<file path="src/core/ccg_pkg.sv">
// Operation
// - reset clears both clock registers; cpu runs main divided by 64
// - main source: divider bits 00=/64, 01=/16, 10=/8, 11=/4
// - subsystem source ignores divider bits; cpu clock is subsystem/4
// - bit3 stop, bit2 halt; set by instruction, cleared by release
// - nibble write updates divider bits only, forces standby bits to zero
// - stop accepted only on main clock; halt works on either
// - system register bit0 selects subsystem, bit3 stops main oscillator
// - oscillator stop acts only while running on subsystem clock
// - stop bit set ties main oscillator input to ground
// - subsystem oscillator is never stopped
// - peripheral clocks divide main clock; only watch timer gets subsystem
// - stop mode ties main oscillator input to ground
// - standby instructions and bit accesses ignore memory bank enable flag
// - subsystem 32.768 kHz gives 122 us machine cycle via /4
// - previous clock keeps running some machine cycles after rewrite
package ccg_pkg;
   localparam logic [11:0] PROC_CLK_CTRL_ADDR = 12'hFB3;
   localparam logic [11:0] SYS_CLK_CTRL_ADDR = 12'hFB7;
   localparam logic [3:0] PROC_CLK_CTRL_RESET = 4'h0;
   localparam logic [3:0] SYS_CLK_CTRL_RESET = 4'h0;
   localparam int STOP_BIT_POS = 3;
   localparam int HALT_BIT_POS = 2;
   localparam int SUBSYS_SEL_POS = 0;
   localparam int OSC_STOP_POS = 3;
   localparam int PERIPH_DIV_WIDTH = 8;
   localparam logic [5:0] DIV64_HALF = 6'h1F;
   localparam logic [5:0] DIV16_HALF = 6'h07;
   localparam logic [5:0] DIV8_HALF = 6'h03;
   localparam logic [5:0] DIV4_HALF = 6'h01;
   localparam logic [5:0] SUB_DIV4_HALF = 6'h01;
   localparam logic [2:0] SWITCH_SETTLE_CYCLES = 3'h3;
endpackage

</file>
<file path="src/core/ccg_div.sv">
`timescale 1ns/1ns
// divides an enable stream; tick output lasts one cycle per period
module ccg_div #(
   parameter int WIDTH = 6
) (
   input wire logic clk,
   input wire logic rst_n,
   input wire logic tick_in,
   input wire logic [WIDTH-1:0] half,
   output logic tick_out,
   output logic phase
);
   logic [WIDTH-1:0] cnt_q;
   // count ticks; toggle phase at half period boundary
   always_ff @(posedge clk or negedge rst_n) begin
      if (!rst_n) begin
         cnt_q <= '0;
         phase <= 1'b0;
         tick_out <= 1'b0;
      end else begin
         tick_out <= 1'b0;
         if (tick_in) begin
            if (cnt_q >= half) begin
               cnt_q <= '0;
               phase <= ~phase;
               tick_out <= phase; // falling edge of phase ends a period
            end else begin
               cnt_q <= cnt_q + 1'b1;
            end
         end
      end
   end
endmodule

</file>
<file path="src/core/ccg_top.sv">
`timescale 1ns/1ns
module ccg_top (
   clk,
   rst_n,
   main_osc_in,
   subsys_osc_in,
   wr_en,
   rd_en,
   addr,
   wr_data,
   bit_wr,
   bit_sel,
   bit_val,
   stop_instr,
   halt_instr,
   standby_release,
   rd_data,
   cpu_clk,
   cpu_cycle_tick,
   stop_request_bit,
   halt_request_bit,
   main_osc_input_gnd,
   main_osc_running,
   periph_clk,
   watch_clk,
   on_subsystem
);
   input wire logic clk;
   input wire logic rst_n;
   input wire logic main_osc_in;
   input wire logic subsys_osc_in;
   input wire logic wr_en;
   input wire logic rd_en;
   input wire logic [11:0] addr;
   input wire logic [3:0] wr_data;
   input wire logic bit_wr;
   input wire logic [1:0] bit_sel;
   input wire logic bit_val;
   input wire logic stop_instr;
   input wire logic halt_instr;
   input wire logic standby_release;
   output logic [3:0] rd_data;
   output logic cpu_clk;
   output logic cpu_cycle_tick;
   output logic stop_request_bit;
   output logic halt_request_bit;
   output logic main_osc_input_gnd;
   output logic main_osc_running;
   output logic [7:0] periph_clk;
   output logic watch_clk;
   output logic on_subsystem;

   ////////////////////////////////////////////////////////////////////
   // oscillator inputs come from pins: two flops, then edge detect
   logic [1:0] main_sync_q;
   logic [1:0] sub_sync_q;
   logic main_prev_q;
   logic sub_prev_q;
   always_ff @(posedge clk or negedge rst_n) begin
      if (!rst_n) begin
         main_sync_q <= 2'h0;
         sub_sync_q <= 2'h0;
         main_prev_q <= 1'b0;
         sub_prev_q <= 1'b0;
      end else begin
         main_sync_q <= {main_sync_q[0], main_osc_in};
         sub_sync_q <= {sub_sync_q[0], subsys_osc_in};
         main_prev_q <= main_sync_q[1];
         sub_prev_q <= sub_sync_q[1];
      end
   end

   logic osc_stop_q;
   logic stop_q;
   // main ticks die while grounded by stop bit or stop mode
   wire main_tick = main_sync_q[1] & ~main_prev_q & ~osc_stop_q & ~stop_q;
   // subsystem has no gate at all
   wire sub_tick = sub_sync_q[1] & ~sub_prev_q;

   ////////////////////////////////////////////////////////////////////
   // registers
   logic [1:0] div_sel_q;
   logic halt_q;
   logic sub_sel_q;
   // bank enable flag is not an input: addresses are absolute
   wire proc_wr = wr_en && addr == ccg_pkg::PROC_CLK_CTRL_ADDR;
   wire sys_bit_wr = bit_wr && addr == ccg_pkg::SYS_CLK_CTRL_ADDR;
   wire sel_wr = sys_bit_wr && bit_sel == 2'(ccg_pkg::SUBSYS_SEL_POS);
   wire ostop_wr = sys_bit_wr && bit_sel == 2'(ccg_pkg::OSC_STOP_POS);

   // divider bits; any code accepted, 01 on subsystem is software's job
   always_ff @(posedge clk or negedge rst_n) begin
      if (!rst_n) begin
         div_sel_q <= ccg_pkg::PROC_CLK_CTRL_RESET[1:0];
      end else if (proc_wr) begin
         div_sel_q <= wr_data[1:0];
      end
   end

   // standby bits: instruction sets, release or nibble write clears
   always_ff @(posedge clk or negedge rst_n) begin
      if (!rst_n) begin
         stop_q <= ccg_pkg::PROC_CLK_CTRL_RESET[ccg_pkg::STOP_BIT_POS];
         halt_q <= ccg_pkg::PROC_CLK_CTRL_RESET[ccg_pkg::HALT_BIT_POS];
      end else begin
         if (stop_instr && !on_subsystem) begin
            stop_q <= 1'b1;
         end else if (standby_release || proc_wr) begin
            stop_q <= 1'b0;
         end
         if (halt_instr) begin
            halt_q <= 1'b1;
         end else if (standby_release || proc_wr) begin
            halt_q <= 1'b0;
         end
      end
   end

   // single-bit accesses, one bit per access
   always_ff @(posedge clk or negedge rst_n) begin
      if (!rst_n) begin
         sub_sel_q <= ccg_pkg::SYS_CLK_CTRL_RESET[ccg_pkg::SUBSYS_SEL_POS];
         osc_stop_q <= ccg_pkg::SYS_CLK_CTRL_RESET[ccg_pkg::OSC_STOP_POS];
      end else begin
         if (sel_wr) begin
            sub_sel_q <= bit_val;
         end
         if (ostop_wr) begin
            // only takes effect once running from subsystem
            osc_stop_q <= bit_val & on_subsystem;
         end
      end
   end

   ////////////////////////////////////////////////////////////////////
   // cpu dividers
   logic main_cpu_tick;
   logic main_phase;
   logic sub_cpu_tick;
   logic sub_phase;
   logic [1:0] act_div_q;
   logic [5:0] main_half;
   always_comb begin
      case (act_div_q)
         2'h0: main_half = ccg_pkg::DIV64_HALF;
         2'h1: main_half = ccg_pkg::DIV16_HALF;
         2'h2: main_half = ccg_pkg::DIV8_HALF;
         2'h3: main_half = ccg_pkg::DIV4_HALF;
         default: main_half = ccg_pkg::DIV64_HALF;
      endcase
   end

   ccg_div #(.WIDTH(6)) u_main_div (
      .clk(clk),
      .rst_n(rst_n),
      .tick_in(main_tick),
      .half(main_half),
      .tick_out(main_cpu_tick),
      .phase(main_phase)
   );
   // subsystem /4: 32.768 kHz gives 122 us cycle
   ccg_div #(.WIDTH(6)) u_sub_div (
      .clk(clk),
      .rst_n(rst_n),
      .tick_in(sub_tick),
      .half(ccg_pkg::SUB_DIV4_HALF),
      .tick_out(sub_cpu_tick),
      .phase(sub_phase)
   );

   ////////////////////////////////////////////////////////////////////
   // switch-over: new setting waits for settle cycles, then a period end
   typedef enum logic [1:0] {CCG_RUN, CCG_SETTLE, CCG_SWAP} ccg_sw_e;
   ccg_sw_e sw_q;
   logic [2:0] settle_q;
   wire cur_tick = on_subsystem ? sub_cpu_tick : main_cpu_tick;
   wire pending = (sub_sel_q != on_subsystem) || (div_sel_q != act_div_q);
   // period end of the source being switched to
   wire new_tick = sub_sel_q ? sub_cpu_tick : main_cpu_tick;
   always_ff @(posedge clk or negedge rst_n) begin
      if (!rst_n) begin
         sw_q <= CCG_RUN;
         settle_q <= 3'h0;
         on_subsystem <= ccg_pkg::SYS_CLK_CTRL_RESET[ccg_pkg::SUBSYS_SEL_POS];
         act_div_q <= ccg_pkg::PROC_CLK_CTRL_RESET[1:0];
      end else begin
         case (sw_q)
            CCG_RUN: begin
               if (pending) begin
                  sw_q <= CCG_SETTLE;
                  settle_q <= 3'h0;
               end
            end
            CCG_SETTLE: begin
               // old clock keeps running a few machine cycles
               if (cur_tick) begin
                  if (settle_q == ccg_pkg::SWITCH_SETTLE_CYCLES) begin
                     sw_q <= CCG_SWAP;
                  end else begin
                     settle_q <= settle_q + 3'h1;
                  end
               end
            end
            CCG_SWAP: begin
               // divider change lands right after a completed period; a source
               // change also waits for the new source's period end, cpu_clk held
               // low in between, so no runt pulse escapes either way
               if (sub_sel_q == on_subsystem || new_tick) begin
                  on_subsystem <= sub_sel_q;
                  act_div_q <= div_sel_q;
                  sw_q <= CCG_RUN;
               end
            end
            default: sw_q <= CCG_RUN;
         endcase
      end
   end

   ////////////////////////////////////////////////////////////////////
   // outputs, all registered
   logic [ccg_pkg::PERIPH_DIV_WIDTH-1:0] pdiv_q;
   always_ff @(posedge clk or negedge rst_n) begin
      if (!rst_n) begin
         cpu_clk <= 1'b0;
         cpu_cycle_tick <= 1'b0;
         pdiv_q <= '0;
         periph_clk <= 8'h00;
         watch_clk <= 1'b0;
         rd_data <= 4'h0;
         main_osc_input_gnd <= 1'b0;
         main_osc_running <= 1'b1;
      end else begin
         // held low while waiting for a new source: a longer low, never a runt
         cpu_clk <= (sw_q != CCG_SWAP) && (on_subsystem ? sub_phase : main_phase);
         cpu_cycle_tick <= cur_tick && sw_q != CCG_SWAP;
         // peripherals run from main clock only
         if (main_tick) begin
            pdiv_q <= pdiv_q + 1'b1;
         end
         periph_clk <= pdiv_q;
         watch_clk <= sub_sync_q[1];
         main_osc_input_gnd <= osc_stop_q | stop_q;
         main_osc_running <= ~(osc_stop_q | stop_q);
         if (rd_en && addr == ccg_pkg::PROC_CLK_CTRL_ADDR) begin
            rd_data <= {stop_q, halt_q, div_sel_q};
         end else if (rd_en && addr == ccg_pkg::SYS_CLK_CTRL_ADDR) begin
            rd_data <= {osc_stop_q, 2'h0, sub_sel_q};
         end else begin
            rd_data <= 4'h0;
         end
      end
   end

   assign stop_request_bit = stop_q;
   assign halt_request_bit = halt_q;
endmodule

</file>
<file path="config.mk">
export PLATFORM = sky130hd
export DESIGN_NAME = ccg_top
export DESIGN_NICKNAME = d
export VERILOG_FILES = /design/src/core/ccg_pkg.sv /design/src/core/ccg_div.sv /design/src/core/ccg_top.sv
export SDC_FILE = /design/constraint.sdc
export NUM_CORES = 1
export LEC_CHECK = 0
export BUFFER_PORTS_ARGS = -buffer_cell sky130_fd_sc_hd__buf_4
export CAP_MARGIN = 20
export CELL_PAD_IN_SITES_DETAIL_PLACEMENT = 1
export CELL_PAD_IN_SITES_GLOBAL_PLACEMENT = 2
export CORE_MARGIN = 2
export CORE_UTILIZATION = 39
export DETAILED_ROUTE_END_ITERATION = 12
export MAX_ROUTING_LAYER = met4
export PLACE_DENSITY = 0.88
export SLEW_MARGIN = 20
export SYNTH_ARGS = -nofsm -noshare
export SYNTH_HDL_FRONTEND = slang
export SYNTH_SLANG_ARGS = --single-unit
</file>
<file path="constraint.sdc">
create_clock -name clk -period 3.7 [get_ports clk]
set_input_delay 0.185 -clock clk [delete_from_list [all_inputs] [get_ports clk]]
set_output_delay 0.185 -clock clk [all_outputs]
set_load 0.005 [all_outputs]
</file>
==> run metrics <==
status=complete, no violations; Detailed Place HPWL=3.54 mm; FF-to-FF path depth=6; CP max FO=6; Worst R2R Start=act_div_q[1]$_DFFE_PN0P_; top post-synthesis cells by area=dfrtp_1 57%, ha_1 5.3%, mux2_2 3.5%; CP endpoint kind=flip-flop; first-pass GRT wire length=8.63 mm; Die ar.=0.00727 mm^2; sequential fraction of the synthesis area=58.3%; CTS resizes=0; Hold/Removal Path Class=input port to flip-flop; most common cell after layout, fill and taps aside=dfrtp_1; M1 WL=2.28 mm; largest net degree at the start of global routing=61; Hold Path Origin=halt_instr; Power Dens Cells=473 mW/mm^2; clock share of power=46.8%; Final Setup Violations=0; total grt overflow=0; Synth async-reset ratio=100%; die height=85.3 um; number of synthesized flops with an enable pin=0; VDD IR max=252 uV; fraction of layout cells with a size suffix above 1=30.4%; fmax=482 MHz; setup tns final=0 ns; crit path kind=flip-flop to flip-flop; total power=1.55 mW; top-area cell type share of the netlist area=57.3%; WP data arrival=2.30 ns; final wirelength=5.04 mm; root buf cell=clkbuf_8; antenna-violating nets left=0; Psw=0.361 mW; Cell Rows=29; Slew HR=50.5%; R2R Setup Slk=1.63 ns; Diodes inserted=0; YS warnings=0; unrepaired setup endpoints after global routing=false; Slew Viols, Final=0; Via density=4.97; LEAKAGE=1.67 nW; Core Box Area=0.00639 mm^2; switch share=23.3%; Hold EP=halt_request_bit$_DFFE_PN0P_; Worst-path clk slew=0.07 ns; Final Hold Fails=0; crit start category=flip-flop; RD Place Congestion=0.773; total CTS buffers=9; DR pass1 iterations=4; Most common cell on crit path=or2_2; Top Metal Used=met4; post-route DRC violation count=0; Seq pwr share=45.4%; met2 wire len=2.50 mm; Worst Tran Pin Value=0.743 ns; Gate power share=7.8%; clk_lat worst skew=0.34 ns; Synth Net Count=249; post-route setup slack=1.63 ns; vias in the first global route=1776; met3 wire len=146 um; Worst Path Required=3.93 ns; TritonCTS clock tree=yes; htree depth=3; Top FF cell, synth=dfrtp_1; # Max-Cap Violations=0; via count=1723; gr usage total=16.3%; CP peak stage delay=0.44 ns; Initial DRC Count=27; Placed Area=0.00300 mm^2; Post-Synthesis Cell Area=0.00258 mm^2; # port buffers=46; min cycle time layout=2.07 ns; Starting Density=40.3%; wire per inst=14.5 um; post-route cell area=0.00328 mm^2; FF+latch count, synth=60; CP Cell Sequence=or2_2 -> ha_1 -> a211oi_1 -> nand2_1 -> or2_2 -> and3_1; Num Clock Sinks=60; cell taking the most area after synthesis=dfrtp_1; Hold WS=0.0468 ns; Worst Hold Depth=2; clock skew=0.0111 ns; die width=85.3 um; slowest CP cell=dfrtp_1; DP Worst Slack=1.64 ns; clock buffer depth=2; fillers=681; Layout Area Growth over Synthesis=27.3%; Yosys cell types=44; Syn Area/Cell=12.3 um^2; crit share post-route=56.0%; fin nets=305; Post-Synthesis Cells=209; RR Endpoint=u_main_div.tick_out$_DFF_PN0_; Boundary Pins=49; initial antenna violation count=0; # Post-CTS Setup Buffers=0; internal power=1.19 mW; most frequent cells in the layout=59 x dfrtp_1, 47 x buf_4, 16 x nand2_1, 12 x nor2_1
-- flip-flops by register name, summed over array words and instances, names as in the netlist, 2 cells and up --
signal / flops
periph_clk: 8
rd_data: 4
pdiv_q: 8
sub_sync_q: 2
u_main_div.cnt_q: 6
act_div_q: 2
main_sync_q: 2
div_sel_q: 2
settle_q: 3
sw_q: 2
u_sub_div.cnt_q: 6
-- repair_timing --
item                                    CTS  global route
endpoints found under the setup margin    0             0
endpoints found under the hold margin    61             0
hold buffers                              3             0
-- critical path, delay by kind of cell, from the launching register on --
kind | cells | cell delay, ns
simple gates | 4 | 1.01
flops | 1 | 0.44
fa+ha+maj | 1 | 0.31
compound gates | 1 | 0.21
-- power groups by stage --
stage                     logic, mW  clock network (mW)  registers (mW)
final                         0.121               0.725           0.705
after global routing          0.141               0.783           0.709
after CTS                     0.125               0.747           0.706
after detailed placement      0.122                   0           0.718
after global placement        0.119                   0           0.716
after floorplan              0.0671                   0           0.712
-- Yosys cell counts (2+ instances only) --
cell type / count
and2_1: 4
nand2b_1: 5
a21oi_1: 6
o21ai_0: 5
nand2_1: 16
buf_2: 3
xor2_1: 6
nor2b_1: 4
mux2_4: 2
nor3b_1: 4
clkbuf_1: 2
o22ai_1: 2
or2_2: 2
nand3_1: 8
and4_1: 2
mux2i_1: 4
nand4_1: 2
and3_1: 2
ha_1: 11
nor2_1: 12
nor3_1: 2
mux2_2: 8
inv_1: 11
dfrtp_1: 59
o31ai_1: 2
xnor2_1: 7
-- worst max path at each step --
stage / slack [ns] / from / cells after the start / end
after floorplan: 1.71 / act_div_q[0]$_DFFE_PN0P_ / 7 / u_main_div.tick_out$_DFF_PN0_
after global placement: 1.67 / act_div_q[1]$_DFFE_PN0P_ / 6 / u_main_div.tick_out$_DFF_PN0_
after detailed placement: 1.64 / act_div_q[1]$_DFFE_PN0P_ / 6 / u_main_div.tick_out$_DFF_PN0_
after CTS: 1.62 / act_div_q[1]$_DFFE_PN0P_ / 6 / u_main_div.tick_out$_DFF_PN0_
after global routing: 1.48 / act_div_q[1]$_DFFE_PN0P_ / 6 / u_main_div.tick_out$_DFF_PN0_
final: 1.63 / act_div_q[1]$_DFFE_PN0P_ / 6 / u_main_div.tick_out$_DFF_PN0_
-- kinds of logic (layout without fill, tap and decap cells) --
family	Yosys count	in the layout	synth area share [%]
DFF	60	60	58.3
adders and majority gates	11	11	5.34
buffers and inverters	16	77	2.48
and+or+nand+nor	72	72	17.4
muxes	15	15	6.65
xor gates and xnor gates	13	13	4.42
AOI/OAI and AO/OA	22	22	5.39
-- area by class of cell --
type / instances / area, um^2 / share of cell area (%)
timing repair buffer: 50 / 383 / 11.7
clock buffer: 9 / 124 / 3.78
sequential: 60 / 1500 / 45.8
multi-input combinational: 133 / 1010 / 30.8
clock inverter: 7 / 123 / 3.74
inverter: 11 / 41.3 / 1.26
tap: 77 / 96.3 / 2.94
-- stage by stage --
step | instances | utilization [%]
CTS | 347 | 51.4
global route | 347 | 51.4
floorplan | 209 | -
finish | 347 | 51.4
detailed placement | 328 | 47.0
global placement | 328 | 47.0
-- routing by layer --
| metal | vias to the layer above | GRT usage (%) |
|---|---|---|
| li1 | 830 | - |
| met1 | 860 | 20.4 |
| met2 | 25 | 23.7 |
| met3 | 8 | 5.16 |
| met4 | 0 | 8.23 |
| met5 | - | - |
No activity file was read; power rests on OpenSTA's default activity.
